## src/cdrb_defs.svh

```systemverilog
// register offsets, field positions and reset values for the receive buffers
`ifndef CDRB_DEFS_SVH
`define CDRB_DEFS_SVH
`define CDRB_OFF_RX0_CONTROL 8'h00
`define CDRB_OFF_RX1_CONTROL 8'h04
`define CDRB_OFF_RX_ERROR_COUNT 8'h08
`define CDRB_OFF_OP_MODE 8'h0c
`define CDRB_OFF_BUF0_BASE 8'h40
`define CDRB_OFF_BUF1_BASE 8'h80
`define CDRB_IDX_ID_HIGH 4'h0
`define CDRB_IDX_ID_LOW 4'h1
`define CDRB_IDX_EXT_HIGH 4'h2
`define CDRB_IDX_EXT_LOW 4'h3
`define CDRB_IDX_LENGTH 4'h4
`define CDRB_IDX_DATA0 4'h8
`define CDRB_BIT_FULL 7
`define CDRB_BIT_MODE_HIGH 6
`define CDRB_BIT_MODE_LOW 5
`define CDRB_BIT_RTR_NEW 5
`define CDRB_BIT_RTR_LEGACY 3
`define CDRB_BIT_DBL_EN 2
`define CDRB_BIT_JUMP 1
`define CDRB_BIT_SRR 4
`define CDRB_BIT_EXT 3
`define CDRB_BIT_LEN_RTR 6
`define CDRB_PASSIVE_LIMIT 8'h7f
`define CDRB_PASSIVE_RECOVER 8'h77
`define CDRB_RESET_BYTE 8'h00
`define CDRB_RESP_OKAY 2'b00
`define CDRB_RESP_SLVERR 2'b10
`endif

```

## src/cdrb_pkg.sv

```systemverilog
// types shared by the dedicated receive buffer block
package cdrb_pkg;
   typedef enum logic [1:0] {CDRB_MODE_LEGACY, CDRB_MODE_ENH, CDRB_MODE_FIFO} cdrb_mode_e;
   typedef struct packed {
      logic valid;
      logic erroneous;
      logic extended;
      logic remote;
      logic [28:0] ident;
      logic [3:0] length;
      logic [4:0] filter;
      logic [63:0] data;
   } cdrb_frame_s;
   typedef struct packed {
      logic full;
      logic remote;
      logic extended;
      logic [28:0] ident;
      logic [3:0] length;
      logic [4:0] filter;
      logic [63:0] data;
   } cdrb_slot_s;
endpackage

```

## src/cdrb_rx_buffers.sv

```systemverilog
// two dedicated receive message buffers with AXI4-Lite register access
// Behaviour
// RULE1: storing a frame sets full; a full buffer accepts nothing more.
// RULE2: software clears full after reading the stored message.
// RULE3: mode 0 accept code 11 takes every frame, errors included, no filtering; the code still routes by filter, buffer 0 taking filters 0-1 only.
// RULE4: mode 0 codes 10 extended only, 01 standard only, 00 per filter select.
// RULE5: modes 1 and 2 mode bit set takes everything; clear takes filtered valid.
// RULE6: read-only remote flag at bit 3 in mode 0, bit 5 otherwise.
// RULE7: mode 0 overflow enable diverts frame to buffer 1 when buffer 0 full.
// RULE8: buffer 0 shows a read-only copy of overflow enable as jump offset.
// RULE9: mode 0 buffer 0 filter bit tells filter 1 or filter 0.
// RULE10: modes 1 and 2 report admitting filter number in five bits.
// RULE11: mode 0 buffer 1 reports filter in three bits, 0 to 5.
// RULE12: identifier bytes hold base or long identifier bits in fixed positions.
// RULE13: low identifier byte bit 3 flags an extended frame.
// RULE14: substitute remote bit reads 0 extended, else the remote flag.
// RULE15: length register bit 6 is frame remote bit; bits 7,5,4 read zero.
// RULE16: length code 0 to 8 valid, 9 to 15 invalid, reported as received.
// RULE17: eight read-only data bytes per buffer, in received order.
// RULE18: eight-bit receive error counter from zero; above 127 means error passive.
// RULE19: the receive error counter never causes bus-off.
// RULE20: software checks full, format, reads fields, then clears full.
// RULE21: writes to read-only fields leave their contents unchanged.
//
// The register addresses and the AXI4-Lite slave port were left to the implementer.
`timescale 1ns/100ps
`include "cdrb_defs.svh"
module cdrb_rx_buffers
   import cdrb_pkg::*;
#(
   parameter int ADDR_W = 8
) (
   input wire logic sys_clk,
   input wire logic resetn,
   input wire cdrb_frame_s rx_frame,
   input wire logic rx_err_inc1,
   input wire logic rx_err_inc8,
   input wire logic rx_ok_dec,
   input wire logic [15:0] filter_extended_select,
   input wire logic [ADDR_W-1:0] s_axi_awaddr,
   input wire logic s_axi_awvalid,
   output logic s_axi_awready,
   input wire logic [31:0] s_axi_wdata,
   input wire logic [3:0] s_axi_wstrb,
   input wire logic s_axi_wvalid,
   output logic s_axi_wready,
   output logic [1:0] s_axi_bresp,
   output logic s_axi_bvalid,
   input wire logic s_axi_bready,
   input wire logic [ADDR_W-1:0] s_axi_araddr,
   input wire logic s_axi_arvalid,
   output logic s_axi_arready,
   output logic [31:0] s_axi_rdata,
   output logic [1:0] s_axi_rresp,
   output logic s_axi_rvalid,
   input wire logic s_axi_rready,
   output logic error_passive
);

   initial begin
      if (ADDR_W < 8) $error("address width too small for register map");
      if (ADDR_W > 32) $error("address width beyond the register bus");
   end

   cdrb_slot_s slot_q [2];
   cdrb_mode_e mode_q;
   logic [1:0] accept_mode_q [2];
   logic overflow_to_second_enable_q;
   logic [7:0] rx_error_count_q;

   // acceptance test for one buffer given its mode bits
   function automatic logic accepts(input cdrb_mode_e m, input logic [1:0] am,
                                    input cdrb_frame_s f);
      logic ok;
      ok = 1'b0;
      if (m == CDRB_MODE_LEGACY) begin
         case (am)
            2'b11: ok = 1'b1; // RULE3
            2'b10: ok = !f.erroneous && f.extended; // RULE4
            2'b01: ok = !f.erroneous && !f.extended; // RULE4
            default: ok = !f.erroneous &&
                          (f.extended == filter_extended_select[f.filter[3:0]]); // RULE4
         endcase
      end else begin
         ok = am[1] || !f.erroneous; // RULE5
      end
      return ok;
   endfunction

   // packs an accepted frame into a buffer slot with its full flag set
   function automatic cdrb_slot_s store_slot(input cdrb_frame_s f);
      cdrb_slot_s s;
      s.full = 1'b1;
      s.remote = f.remote;
      s.extended = f.extended;
      s.ident = f.ident;
      s.length = f.length;
      s.filter = f.filter;
      s.data = f.data;
      return s;
   endfunction

   // register select on the low address byte
   function automatic logic addr_is(input logic [ADDR_W-1:0] a, input logic [7:0] off);
      return a[7:0] == off;
   endfunction

   // frame routing: buffer 0 admits filters 0-1 in mode 0; buffer 1 the rest
   // take1 excludes take0, so one frame lands in one buffer at most
   logic legacy;
   logic low_filter;
   logic take0;
   logic take1;
   always_comb begin
      legacy = (mode_q == CDRB_MODE_LEGACY);
      low_filter = legacy ? (rx_frame.filter < 5'd2) : 1'b1;
      take0 = rx_frame.valid && low_filter && !slot_q[0].full &&
              accepts(mode_q, accept_mode_q[0], rx_frame); // RULE1
      take1 = rx_frame.valid && !slot_q[1].full && !take0 &&
              accepts(mode_q, accept_mode_q[1], rx_frame) &&
              (legacy ? (!low_filter ||
                         (slot_q[0].full && overflow_to_second_enable_q)) // RULE7
                      : slot_q[0].full);
   end

   // write channel: both address and data must be held before acting
   // aw and w may arrive in either order; the response waits for both
   logic aw_held_q;
   logic w_held_q;
   logic [ADDR_W-1:0] aw_addr_q;
   logic [31:0] w_data_q;
   logic [3:0] w_strb_q;
   logic wr_fire;
   assign s_axi_awready = !aw_held_q && !s_axi_bvalid;
   assign s_axi_wready = !w_held_q && !s_axi_bvalid;
   assign wr_fire = aw_held_q && w_held_q && !s_axi_bvalid;

   always_ff @(posedge sys_clk or negedge resetn) begin
      if (!resetn) begin
         aw_held_q <= 1'b0;
         aw_addr_q <= '0;
      end else if (s_axi_awvalid && s_axi_awready) begin
         aw_held_q <= 1'b1;
         aw_addr_q <= s_axi_awaddr;
      end else if (wr_fire) begin
         aw_held_q <= 1'b0;
      end
   end

   always_ff @(posedge sys_clk or negedge resetn) begin
      if (!resetn) begin
         w_held_q <= 1'b0;
         w_data_q <= '0;
         w_strb_q <= '0;
      end else if (s_axi_wvalid && s_axi_wready) begin
         w_held_q <= 1'b1;
         w_data_q <= s_axi_wdata;
         w_strb_q <= s_axi_wstrb;
      end else if (wr_fire) begin
         w_held_q <= 1'b0;
      end
   end

   function automatic logic is_known(input logic [ADDR_W-1:0] a);
      logic [7:0] b;
      b = a[7:0];
      return (a[1:0] == 2'b00) &&
             (b <= `CDRB_OFF_OP_MODE ||
              (b >= `CDRB_OFF_BUF0_BASE && b < `CDRB_OFF_BUF0_BASE + 8'h40) ||
              (b >= `CDRB_OFF_BUF1_BASE && b < `CDRB_OFF_BUF1_BASE + 8'h40));
   endfunction

   always_ff @(posedge sys_clk or negedge resetn) begin
      if (!resetn) begin
         s_axi_bvalid <= 1'b0;
         s_axi_bresp <= `CDRB_RESP_OKAY;
      end else if (wr_fire) begin
         s_axi_bvalid <= 1'b1;
         s_axi_bresp <= is_known(aw_addr_q) ? `CDRB_RESP_OKAY : `CDRB_RESP_SLVERR;
      end else if (s_axi_bready) begin
         s_axi_bvalid <= 1'b0;
      end
   end

   logic wr_lane0;
   logic wr_ctl0;
   logic wr_ctl1;
   logic wr_mode;
   // register bits live in byte lane 0 only; other lanes are ignored
   assign wr_lane0 = wr_fire && w_strb_q[0];
   assign wr_ctl0 = wr_lane0 && addr_is(aw_addr_q, `CDRB_OFF_RX0_CONTROL);
   assign wr_ctl1 = wr_lane0 && addr_is(aw_addr_q, `CDRB_OFF_RX1_CONTROL);
   assign wr_mode = wr_lane0 && addr_is(aw_addr_q, `CDRB_OFF_OP_MODE);

   // software-writable control bits; read-only fields ignore writes
   always_ff @(posedge sys_clk or negedge resetn) begin
      if (!resetn) begin
         mode_q <= CDRB_MODE_LEGACY;
         accept_mode_q[0] <= 2'b00;
         accept_mode_q[1] <= 2'b00;
         overflow_to_second_enable_q <= 1'b0;
      end else begin
         if (wr_mode) begin
            case (w_data_q[1:0])
               2'b01: mode_q <= CDRB_MODE_ENH;
               2'b10: mode_q <= CDRB_MODE_FIFO;
               default: mode_q <= CDRB_MODE_LEGACY;
            endcase
         end
         if (wr_ctl0) begin
            accept_mode_q[0][1] <= w_data_q[`CDRB_BIT_MODE_HIGH];
            if (legacy) begin
               accept_mode_q[0][0] <= w_data_q[`CDRB_BIT_MODE_LOW];
               overflow_to_second_enable_q <= w_data_q[`CDRB_BIT_DBL_EN]; // RULE7
            end
         end
         if (wr_ctl1) begin
            accept_mode_q[1][1] <= w_data_q[`CDRB_BIT_MODE_HIGH];
            if (legacy) begin
               accept_mode_q[1][0] <= w_data_q[`CDRB_BIT_MODE_LOW];
            end
         end
      end
   end

   // message slots: store sets full, software write of 0 clears, store wins
   always_ff @(posedge sys_clk or negedge resetn) begin
      if (!resetn) begin
         slot_q[0] <= '0;
         slot_q[1] <= '0;
      end else begin
         if (wr_ctl0 && !w_data_q[`CDRB_BIT_FULL]) begin
            slot_q[0].full <= 1'b0; // RULE2
         end
         if (wr_ctl1 && !w_data_q[`CDRB_BIT_FULL]) begin
            slot_q[1].full <= 1'b0; // RULE2
         end
         if (take0) begin
            slot_q[0] <= store_slot(rx_frame); // RULE1
         end
         if (take1) begin
            slot_q[1] <= store_slot(rx_frame); // RULE1
         end
      end
   end

   // next receive error count: inc8 wins, both ends saturate
   function automatic logic [7:0] rec_next(input logic [7:0] c, input logic inc8,
                                           input logic inc1, input logic dec);
      logic [7:0] n;
      n = c;
      if (inc8) begin
         n = (c > 8'hf7) ? 8'hff : c + 8'h08;
      end else if (inc1) begin
         n = (c == 8'hff) ? 8'hff : c + 8'h01;
      end else if (dec) begin
         if (c > `CDRB_PASSIVE_LIMIT) begin
            n = `CDRB_PASSIVE_RECOVER;
         end else if (c != 8'h00) begin
            n = c - 8'h01;
         end
      end
      return n;
   endfunction

   // receive error counter; no bus-off path from here
   always_ff @(posedge sys_clk or negedge resetn) begin
      if (!resetn) begin
         rx_error_count_q <= `CDRB_RESET_BYTE; // RULE18
      end else begin
         rx_error_count_q <= rec_next(rx_error_count_q, rx_err_inc8, rx_err_inc1, rx_ok_dec);
      end
   end

   // registered, so the level trails the count by one cycle
   always_ff @(posedge sys_clk or negedge resetn) begin
      if (!resetn) begin
         error_passive <= 1'b0;
      end else begin
         error_passive <= rx_error_count_q > `CDRB_PASSIVE_LIMIT; // RULE18 RULE19
      end
   end

   // control register view of one buffer
   function automatic logic [7:0] control_view(input int n);
      logic [7:0] v;
      v = 8'h00;
      v[`CDRB_BIT_FULL] = slot_q[n].full;
      v[`CDRB_BIT_MODE_HIGH] = accept_mode_q[n][1];
      if (legacy) begin
         v[`CDRB_BIT_MODE_LOW] = accept_mode_q[n][0];
         v[`CDRB_BIT_RTR_LEGACY] = slot_q[n].remote; // RULE6
         if (n == 0) begin
            v[`CDRB_BIT_DBL_EN] = overflow_to_second_enable_q;
            v[`CDRB_BIT_JUMP] = overflow_to_second_enable_q; // RULE8
            v[0] = slot_q[0].filter[0]; // RULE9
         end else begin
            v[2:0] = slot_q[1].filter[2:0]; // RULE11
         end
      end else begin
         v[`CDRB_BIT_RTR_NEW] = slot_q[n].remote; // RULE6
         v[4:0] = slot_q[n].filter; // RULE10
      end
      return v;
   endfunction

   // message field view at a word index within a buffer window
   function automatic logic [7:0] field_view(input int n, input logic [3:0] idx);
      logic [7:0] v;
      cdrb_slot_s s;
      v = 8'h00;
      s = slot_q[n];
      case (idx)
         `CDRB_IDX_ID_HIGH: v = s.extended ? s.ident[28:21] : s.ident[10:3]; // RULE12
         `CDRB_IDX_ID_LOW: begin
            v[7:5] = s.extended ? s.ident[20:18] : s.ident[2:0]; // RULE12
            v[`CDRB_BIT_SRR] = !s.extended && s.remote; // RULE14
            v[`CDRB_BIT_EXT] = s.extended; // RULE13
            v[1:0] = s.extended ? s.ident[17:16] : 2'b00;
         end
         `CDRB_IDX_EXT_HIGH: v = s.extended ? s.ident[15:8] : 8'h00;
         `CDRB_IDX_EXT_LOW: v = s.extended ? s.ident[7:0] : 8'h00;
         `CDRB_IDX_LENGTH: begin
            v[`CDRB_BIT_LEN_RTR] = s.remote; // RULE15
            v[3:0] = s.length; // RULE16
         end
         default: begin
            if (idx >= `CDRB_IDX_DATA0) begin
               v = s.data[8 * (idx - `CDRB_IDX_DATA0) +: 8]; // RULE17
            end
         end
      endcase
      return v;
   endfunction

   // read channel: one read at a time, answer the cycle after acceptance
   logic [7:0] rd_byte;
   logic [7:0] ra;
   always_comb begin
      ra = s_axi_araddr[7:0];
      rd_byte = 8'h00;
      if (ra == `CDRB_OFF_RX0_CONTROL) begin
         rd_byte = control_view(0);
      end else if (ra == `CDRB_OFF_RX1_CONTROL) begin
         rd_byte = control_view(1);
      end else if (ra == `CDRB_OFF_RX_ERROR_COUNT) begin
         rd_byte = rx_error_count_q;
      end else if (ra == `CDRB_OFF_OP_MODE) begin
         rd_byte = {6'h00, mode_q};
      end else if (ra[7:6] == 2'b01) begin
         rd_byte = field_view(0, ra[5:2]);
      end else if (ra[7:6] == 2'b10) begin
         rd_byte = field_view(1, ra[5:2]);
      end
   end

   // a refused read answers zero so no stored field leaks out with an error
   logic rd_known;
   logic rd_take;
   assign rd_known = is_known(s_axi_araddr);
   assign rd_take = s_axi_arvalid && s_axi_arready;
   assign s_axi_arready = !s_axi_rvalid;

   always_ff @(posedge sys_clk or negedge resetn) begin
      if (!resetn) begin
         s_axi_rvalid <= 1'b0;
         s_axi_rdata <= '0;
         s_axi_rresp <= `CDRB_RESP_OKAY;
      end else if (rd_take) begin
         s_axi_rvalid <= 1'b1;
         s_axi_rdata <= rd_known ? {24'h000000, rd_byte} : 32'h00000000; // RULE21
         s_axi_rresp <= rd_known ? `CDRB_RESP_OKAY : `CDRB_RESP_SLVERR;
      end else if (s_axi_rready) begin
         s_axi_rvalid <= 1'b0;
      end
   end

endmodule // cdrb_rx_buffers

```

## config.mk

```make
export PLATFORM = sky130hd
export DESIGN_NAME = cdrb_rx_buffers
export DESIGN_NICKNAME = d
export VERILOG_FILES = /design/src/cdrb_pkg.sv /design/src/cdrb_rx_buffers.sv
export VERILOG_INCLUDE_DIRS = /design/src
export SDC_FILE = /design/constraint.sdc
export NUM_CORES = 1
export LEC_CHECK = 0
export BUFFER_PORTS_ARGS = -buffer_cell sky130_fd_sc_hd__buf_4
export CAP_MARGIN = 20
export CORE_MARGIN = 2
export CORE_UTILIZATION = 57
export DETAILED_ROUTE_END_ITERATION = 10
export HOLD_SLACK_MARGIN = 0.03
export PLACE_DENSITY = 0.85
export SYNTH_ARGS = -nofsm -noshare
export SYNTH_HDL_FRONTEND = slang
export SYNTH_SLANG_ARGS = --single-unit
export TNS_END_PERCENT = 10
```

## constraint.sdc

```tcl
create_clock -name sys_clk -period 6.35 [get_ports sys_clk]
set_input_delay 0.635 -clock sys_clk [delete_from_list [all_inputs] [get_ports sys_clk]]
set_output_delay 0.635 -clock sys_clk [all_outputs]
set_load 0.02 [all_outputs]
```

==> flow_summary.json, run 1 <==
{
  "final_cell_area_sq_um": 15670,
  "p_leak_uw": 0.007234,
  "viasPerCell": 6.062,
  "outcome": "finished, final reports clean",
  "vias": 9117,
  "h-tree-depth": 1,
  "die_h_microns": 157.9,
  "required_ns": 6.77,
  "io-pin-count": 226,
  "yosys.area.top_type_share": 0.4730,
  "power_density_nw_per_um2": 283.8,
  "placed_area_sq_um": 14660,
  "synth_compound_area_frac": 0.07781,
  "ys_ff_latch": 255,
  "synth_area_per_cell_sq_um": 13.10,
  "grt_pass1_wl_mm": 51.18,
  "setup_tns_ns": 0,
  "root_buffer": "clkbuf_16",
  "synth_enable_flop_cells": 0,
  "synthMuxAreaShare": 0.3171,
  "portBuffers": 170,
  "drc": 0,
  "antenna_found_initial": 0,
  "worst_pin_slew_ns": 1.123,
  "dp_cells": 1452,
  "p_comb_frac": 0.171,
  "clk_path_buf_depth": 3,
  "grt_pass1_vias": 9337,
  "final_hold_viol_count": 0,
  "setup_viol": 0,
  "grt_max_degree": 152,
  "p_sw_frac": 0.2741,
  "synth_top_area_cell": "dfrtp_1",
  "ir_drop_mv": 0.3562,
  "finalCritPeriodShare": 0.5126,
  "fp.coreArea_sq_um": 23330,
  "wl_mm": 32.30,
  "initial_utilization": 0.5782,
  "ant_nets": 0,
  "netlist_top_cells_area": "dfrtp_1 47%, mux2_4 13%, mux2_2 9.9%",
  "synth-simple-area-share": 0.07030,
  "ys_seq_area_frac": 0.4730,
  "critPathKind": "reg2reg",
  "drtIter0Drc": 929,
  "yosys_warnings": 0,
  "cts_resized": 0,
  "cp_num_cells": 6,
  "synth_fa_ha_area_frac": 0.004637,
  "cp_data_arrival_time_ns": 3.68,
  "p_seq_frac": 0.436,
  "insertion_delay_ns": 0.55,
  "hpwl_mm": 21.79,
  "dp_slack_ns": 2.859,
  "clockPowerShare": 0.393,
  "clkSinkCount": 255,
  "ys_dominant_reg_cell": "dfrtp_1",
  "cp-start-kind": "flip-flop",
  "cts_buffers": 28,
  "hold_class": "in2async",
  "final_cells": 1504,
  "cp_top_family": "simple AND/OR/NAND/NOR gates",
  "synthDistinctLibCells": 69,
  "p_sw_uw": 1219,
  "synthCells": 1030,
  "endpoint_kind": "flip-flop",
  "layout-drive-gt1-share": 0.4321,
  "die_area_sq_um": 24920,
  "cts.clk_slew.worst_paths_ns": 0.06,
  "reg2regPathDepth": 6,
  "rsz0062_at_grt": "false",
  "mostFrequentLayoutCell": "dfrtp_1",
  "maxSlewHeadroom": 0.2511,
  "std_cell_rows": 56,
  "gp_congestion": 0.9009,
  "fill_cells": 1650,
  "critical_path_buf_inv_count": 0,
  "max_clock_freq_mhz": 307.2,
  "critPathSlowestCell": "nand2_8",
  "crit_fanout": 104,
  "syn_area_sq_um": 13490,
  "drv_cap": 0,
  "cts_setup_buffers": 0,
  "areaGrowthSynthToFinish_pct": 16.16,
  "async_flop_share": 1.000,
  "critPathMaxStageDelay_ns": 0.82,
  "die_w_microns": 157.9,
  "drv_slew": 0,
  "first_pass_iters": 5,
  "postCtsHoldBufs": 0,
  "worst_slack_ns": 3.095,
  "synth_xor_area_frac": 0.001948,
  "final_cell_mix": "255 x dfrtp_1, 171 x buf_4, 120 x mux2_4, 119 x mux2_2, 63 x nand2_1",
  "synth_top_family_by_area": "multiplexers",
  "tritoncts": "done",
  "fin_skew_ns": 0.008692,
  "p_int_uw": 3228,
  "grt_overflow": 0,
  "final_nets": 1352,
  "routedWlPerCell_microns": 21.48,
  "grt.total_usage": 0.2636,
  "antennaDiodeCount": 0,
  "min_period_ns": 3.255,
  "cp_cell_sequence": "or2_1 > a311oi_2 > and2_1 > o2111ai_1 > nand2_8 > mux2_2"
}
==> layer usage <==
metal  vias up  track usage  part of all wire  routed length (microns)
met5         -            0                 0                        0
met4         0      0.08788             0.035                     1139
met3        80      0.05913             0.085                     2743
met2       425       0.4228              0.47                    15320
met1      4591       0.3577              0.41                    13100
li1       4021            -                 -                        -
==> cell usage after synthesis (23+ instances only) <==
cell	instances
clkbuf_1	28
nand3_1	23
dfrtp_1	255
mux2_4	120
buf_4	31
o21ai_0	40
a21oi_1	31
mux2_2	119
nor2_1	30
mux4_2	42
nand2_1	63
==> logic make-up after synthesis <==
kind of cell / Yosys count
xor gates and xnor gates: 3
muxes: 300
and+or+nand+nor: 194
buffers and inverters: 115
adders and majority gates: 5
AOI/OAI and AO/OA: 157
other: 1
DFF: 255
==> power by group through the flow <==
stage / Sequential, uW / Clock [uW] / Combinational, uW
CTS: 1930 / 1770 / 759
finish: 1940 / 1750 / 760
global route: 1960 / 1840 / 837
floorplan: 1890 / 0 / 547
detailed placement: 1960 / 0 / 752
global placement: 1950 / 0 / 735
==> through the flow <==
step	power, uW	utilization	hold slack (ns)
4_1_cts	4459	0.6717	0.1770
2_1_floorplan	2441	-	0.3394
6_report	4447	0.6717	0.1357
5_1_grt	4629	0.6717	0.1916
3_5_place_dp	2712	0.6285	0.4833
3_3_place_gp	2686	0.6285	0.4721
==> cell type report <==
class	instances	area, sq um	share of cell area
multi-input cells	685	6490	0.4141
clock inverters	16	226.5	0.01445
clock buffers	36	780.7	0.04982
inverters	20	75.07	0.004790
repair buffers	173	1319	0.08415
flip-flops and latches	255	6381	0.4072
well taps	319	399.1	0.02547
==> final timing paths <==
path / from / end / slack (ns)
worst min-delay path: resetn / aw_addr_q[4] / 0.14
max in group asynchronous: resetn / slot_q[91] / 4.90
min in group sys_clk: s_axi_bready / s_axi_bvalid / 0.27
worst max register to register: mode_q[1] / slot_q[74] / 3.10
worst max-delay path: mode_q[1] / slot_q[74] / 3.10
worst min register to register: s_axi_bresp[1] / s_axi_bresp[1] / 0.49
==> worst reg2reg max path: stages (launching register included) <==
cell       delay, ns
dfrtp_1         0.45
or2_1           0.45
a311oi_2        0.40
and2_1          0.21
o2111ai_1       0.28
nand2_8         0.82
mux2_2          0.52
==> registers in the layout (all words and copies together) (netlist names) <==
register	flops
w_held_q	1
s_axi_rresp	1
w_data_q	6
w_strb_q	1
s_axi_bresp	1
rx_error_count_q	8
aw_held_q	1
s_axi_rvalid	1
aw_addr_q	8
error_passive	1
slot_q	210
accept_mode_q	4
overflow_to_second_enable_q	1
s_axi_rdata	8
s_axi_bvalid	1
mode_q	2
(Power assumes the default switching activity.)
==> run 2, diff against run 1 <==
- CORE_UTILIZATION: 57 -> 52
- PLACE_DENSITY: 0.85 -> 0.82
- clock period: 6.35 -> 2.7 ns (I/O delays scaled with it)
==> run 2 against run 1 <==
Net effect: critical path depth rose by 1; combinational power rose to 2.7 times the previous value; sequential share of layout area fell by 3.8 points; utilization rose by 1.1 points; worst hold slack got worse by 0.090 ns; sequential power rose by 130%; routed wire length rose by 16%; via count rose by 8.2%; global-route usage rose by 1.7 points; cell count rose by 11%; cell area rose by 10%.
==> flow_summary.json, run 2 (synthesis gave the netlist of run 1 again) <==
{
  "final_cell_mix": "255 x dfrtp_1, 195 x buf_4, 120 x mux2_4, 119 x mux2_2, 118 x dlygate4sd3_1",
  "critPathSlowestCell": "a2111o_2",
  "endpoint_kind": "flip-flop",
  "first_pass_iters": 6,
  "gp_congestion": 0.9435,
  "largest_reg_flops": 210,
  "drtIter0Drc": 1045,
  "cp_cell_sequence": "or2_1 > a311oi_2 > nand2_1 > a2111o_2 > nand2_8 > buf_12 > mux2_2",
  "grt_max_degree": 110,
  "worst_pin_slew_ns": 0.8348,
  "vias": 9865,
  "cts_setup_buffers": 0,
  "die_area_sq_um": 27250,
  "reg2reg_slack_ns": 0.11,
  "grt.total_usage": 0.2810,
  "cp-start-kind": "flip-flop",
  "cts.clk_slew.worst_paths_ns": 0.06,
  "areaGrowthSynthToFinish_pct": 28.22,
  "grt_pass1_wl_mm": 58.72,
  "finalCritPeriodShare": 0.9581,
  "placed_area_sq_um": 15140,
  "hold_class": "in2reg",
  "cp_data_arrival_time_ns": 3.01,
  "final_hold_viol_count": 0,
  "die_h_microns": 165.1,
  "hpwl_mm": 24.43,
  "insertion_delay_ns": 0.55,
  "grt_overflow": 0,
  "drc": 0,
  "largest-register": "slot_q",
  "h-tree-depth": 1,
  "ir_drop_mv": 0.5062,
  "setup_viol": 0,
  "tritoncts": "done",
  "min_period_ns": 2.587,
  "final_nets": 1507,
  "die_w_microns": 165.1,
  "critical_path_buf_inv_count": 1,
  "clk_path_buf_depth": 3,
  "fin_total_pwr_uw": 10620,
  "wl_mm": 37.40,
  "p_leak_uw": 0.007947,
  "cts_buffers": 27,
  "critPathMaxStageDelay_ns": 0.47,
  "clkSinkCount": 255,
  "grt_pass1_vias": 10280,
  "drv_cap": 0,
  "final_cell_area_sq_um": 17300,
  "max_clock_freq_mhz": 386.6,
  "antenna_found_initial": 4,
  "rsz0062_at_grt": "false",
  "critPathKind": "reg2reg",
  "initial_utilization": 0.5327,
  "fp.coreArea_sq_um": 25330,
  "crit_fanout": 27,
  "drv_slew": 0,
  "cp_top_family": "compound AO/OA/AOI/OAI gates",
  "outcome": "finished, final reports clean",
  "routedWlPerCell_microns": 22.35,
  "ant_nets": 0,
  "std_cell_rows": 58,
  "root_buffer": "clkbuf_16",
  "portBuffers": 170,
  "power_density_nw_per_um2": 613.9,
  "io-pin-count": 226,
  "fin_skew_ns": 0.01060,
  "mostFrequentLayoutCell": "dfrtp_1",
  "viasPerCell": 5.897,
  "required_ns": 3.13,
  "maxSlewHeadroom": 0.4434,
  "layout-drive-gt1-share": 0.4093,
  "setup_tns_ns": 0
}
-- run 2: cell count changes in the layout (fill, tap and decap cells not counted), moves of 2 or more --
| cell | delta |
|---|---|
| clkbuf_8 | +3 |
| clkinv_2 | -2 |
| diode_2 | +4 |
| dlygate4sd3_1 | +118 |
| buf_4 | +24 |
| buf_12 | +14 |
-- run 2: what timing repair did --
action,4_1_cts,5_1_grt
resized for setup,0,1
hold endpoints to repair,319,0
setup endpoints to repair,0,8
hold buffers,118,0
-- run 2: final timing paths --
kind                                start  cells after the start              to
max                             mode_q[1]                      7      slot_q[93]
min                         rx_frame[103]                      2     slot_q[207]
max reg2reg                     mode_q[1]                      7      slot_q[93]
min reg2reg                s_axi_rresp[1]                      1  s_axi_rresp[1]
max in group asynchronous          resetn                      3     slot_q[124]
min in group asynchronous          resetn                      2     slot_q[166]
-- run 2: per-layer routing --
| metal | global-route usage | wire length [microns] | vias to the layer above |
|---|---|---|---|
| met3 | 0.05220 | 2608 | 114 |
| met1 | 0.3676 | 14730 | 4934 |
| met2 | 0.4720 | 18550 | 484 |
| met4 | 0.09842 | 1514 | 0 |
| met5 | 0 | 0 | - |
| li1 | - | - | 4333 |
-- run 2: worst reg2reg max path: stages, from the launching register on --
cell and delay [ns]:
dfrtp_1 0.45, or2_1 0.33, a311oi_2 0.37, nand2_1 0.09, a2111o_2 0.47, nand2_8 0.13, buf_12 0.22, mux2_2 0.41
-- run 2: cell type report --
class,count,area [sq um]
Fill cell,1721,8028
Multi-Input combinational cell,685,6496
Sequential cell,255,6381
Timing Repair Buffer,329,2960
Clock buffer,39,800.8
Tap cell,330,412.9
Clock inverter,11,162.7
Inverter,20,75.07
Antenna cell,4,10.01
-- run 2: report_power, final --
group / switching, uW / internal [uW] / total (uW)
logic: 998 / 1050 / 2050
clock network: 1590 / 2440 / 4030
registers: 371 / 4170 / 4550
-- run 2: through the flow --
stage | setup WS [ns] | hold WS [ns] | std cells | utilization
after floorplan | 0.3506 | -0.02559 | 1055 | -
after detailed placement | 0.1048 | 0.3939 | 1501 | 0.5977
after global routing | 0.02296 | 0.03463 | 1673 | 0.6830
final | 0.1131 | 0.04523 | 1673 | 0.6830
after global placement | 0.1474 | 0.3915 | 1501 | 0.5977
after CTS | 0.1337 | 0.03110 | 1669 | 0.6824
==> run 3, diff against run 2 <==
- CAP_MARGIN: 20 -> 15
- CORE_UTILIZATION: 52 -> 57
- MAX_ROUTING_LAYER: unset -> met4
- PLACE_DENSITY: 0.82 -> 0.85
- clock period: 2.7 -> 3.3 ns (I/O delays scaled with it)
==> run 3 against run 2 <==
Net effect: sequential share of layout area up 1.2 points; cell count fell by 4.4%; clock power is 12% lower; routed wire length decreased by 5.7%; utilization increased by 3.4 points; largest cell class unchanged; combinational power down 22%; total power fell by 16%; clock-buffer cell count shrank 7; flip-flop and latch count did not move; die area decreased by 8.6%; register-to-register slack improved by 0.24 ns; via count down 2.1%.
==> flow_summary.json, run 3 (synthesis gave the netlist of run 1 again) <==
{
  "min_period_ns": 2.947,
  "die_h_microns": 157.9,
  "fin_total_pwr_uw": 8890,
  "p_seq_frac": 0.422,
  "root_buffer": "clkbuf_16",
  "fin_util": 0.7174,
  "final_cell_mix": "255 x dfrtp_1, 182 x buf_4, 120 x mux2_4, 119 x mux2_2, 75 x dlygate4sd3_1",
  "clk_path_buf_depth": 3,
  "p_sw_frac": 0.2739,
  "fp.coreArea_sq_um": 23330,
  "maxSlewHeadroom": 0.4798,
  "placed_area_sq_um": 14930,
  "grt_overflow": 0,
  "ant_nets": 0,
  "tritoncts": "done",
  "fill_cells": 1539,
  "cts_setup_buffers": 0,
  "required_ns": 3.72,
  "clockPowerShare": 0.400,
  "crit_fanout": 33,
  "portBuffers": 170,
  "p_sw_uw": 2435,
  "setup_viol": 0,
  "fin_skew_ns": 0.01894,
  "grt_max_degree": 98,
  "cts.clk_slew.worst_paths_ns": 0.06,
  "drv_slew": 0,
  "std_cell_rows": 56,
  "cp_data_arrival_time_ns": 3.37,
  "final_nets": 1446,
  "ir_drop_mv": 0.5999,
  "areaGrowthSynthToFinish_pct": 24.07,
  "outcome": "finished, final reports clean",
  "grt.total_usage": 0.2967,
  "hold_class": "in2reg",
  "rsz0062_at_grt": "false",
  "max_clock_freq_mhz": 339.3,
  "gp_congestion": 0.9213,
  "drc": 0,
  "viasPerCell": 6.038,
  "drtIter0Drc": 822,
  "first_pass_iters": 7,
  "die_area_sq_um": 24920,
  "mostFrequentLayoutCell": "dfrtp_1",
  "final_hold_viol_count": 0,
  "initial_utilization": 0.5782,
  "layout-drive-gt1-share": 0.4171,
  "hpwl_mm": 23.47,
  "final_cell_area_sq_um": 16740,
  "p_comb_frac": 0.178,
  "wl_mm": 35.27,
  "cts_buffers": 27,
  "drv_cap": 0,
  "setup_tns_ns": 0,
  "die_w_microns": 157.9,
  "p_leak_uw": 0.007703,
  "worst_pin_slew_ns": 0.7802,
  "critPathKind": "reg2reg",
  "grt_pass1_vias": 9889,
  "routedWlPerCell_microns": 22.04,
  "power_density_nw_per_um2": 531.1,
  "p_int_uw": 6455,
  "io-pin-count": 226,
  "insertion_delay_ns": 0.55,
  "finalCritPeriodShare": 0.8931,
  "clkSinkCount": 255,
  "endpoint_kind": "flip-flop",
  "largest-register": "slot_q",
  "antenna_found_initial": 3,
  "vias": 9661,
  "grt_pass1_wl_mm": 55.61,
  "cp-start-kind": "flip-flop",
  "largest_reg_flops": 210,
  "h-tree-depth": 1
}
run 3: routing by layer:
metal  global-route usage  share of wire  vias to the layer above
met5                    -              0                        -
met4              0.08831          0.028                        0
met3              0.05749          0.076                       76
met2               0.4679           0.48                      446
met1               0.3945           0.41                     4927
li1                     -              -                     4212
run 3: layout make-up:
class / count / area (sq um) / share of cell area
clock inverters: 18 / 309.0 / 0.01846
multi-input cells: 685 / 6490 / 0.3877
inverters: 20 / 75.07 / 0.004485
repair buffers: 268 / 2332 / 0.1393
well taps: 319 / 399.1 / 0.02385
flip-flops and latches: 255 / 6381 / 0.3812
diodes: 3 / 7.507 / 0.0004485
clock buffers: 32 / 744.5 / 0.04448
run 3: through the flow:
step / cells / hold WS [ns] / worst slack [ns]
after floorplan: 1055 / 0.03441 / 0.9506
after global placement: 1472 / 0.4090 / 0.4593
after detailed placement: 1472 / 0.4105 / 0.4114
after CTS: 1593 / 0.03008 / 0.3953
after global routing: 1600 / 0.03036 / 0.2363
final: 1600 / 0.03245 / 0.3528
run 3: final timing paths:
kind | start | end | slack (ns) | cells past startpoint
max | mode_q[0] | slot_q[83] | 0.35 | 7
min | rx_frame[81] | slot_q[186] | 0.03 | 2
max reg2reg | mode_q[0] | slot_q[83] | 0.35 | 7
min reg2reg | slot_q[107] | slot_q[107] | 0.50 | 1
max in group asynchronous | resetn | slot_q[85] | 1.90 | 3
min in group asynchronous | resetn | aw_addr_q[4] | 0.38 | 2
run 3: timing repair:
action                    in CTS  in global routing
hold buffers                  71                  4
hold endpoints to repair     185                  4
gates resized for setup        0                  0
run 3: power groups by stage:
stage	logic (uW)	clock network, uW	registers, uW
after floorplan	1050	0	3640
after global placement	1430	0	3760
after detailed placement	1470	0	3780
after CTS	1560	3570	3730
after global routing	1730	3730	3790
final	1590	3550	3750
run 3: worst max-delay path, cell delays in order (launching register included):
cell and delay, ns:
dfrtp_1 0.44, or2_1 0.47, a311oi_2 0.39, nand2_1 0.08, a2111o_2 0.47, nand2_8 0.31, buf_4 0.26, mux2_2 0.37
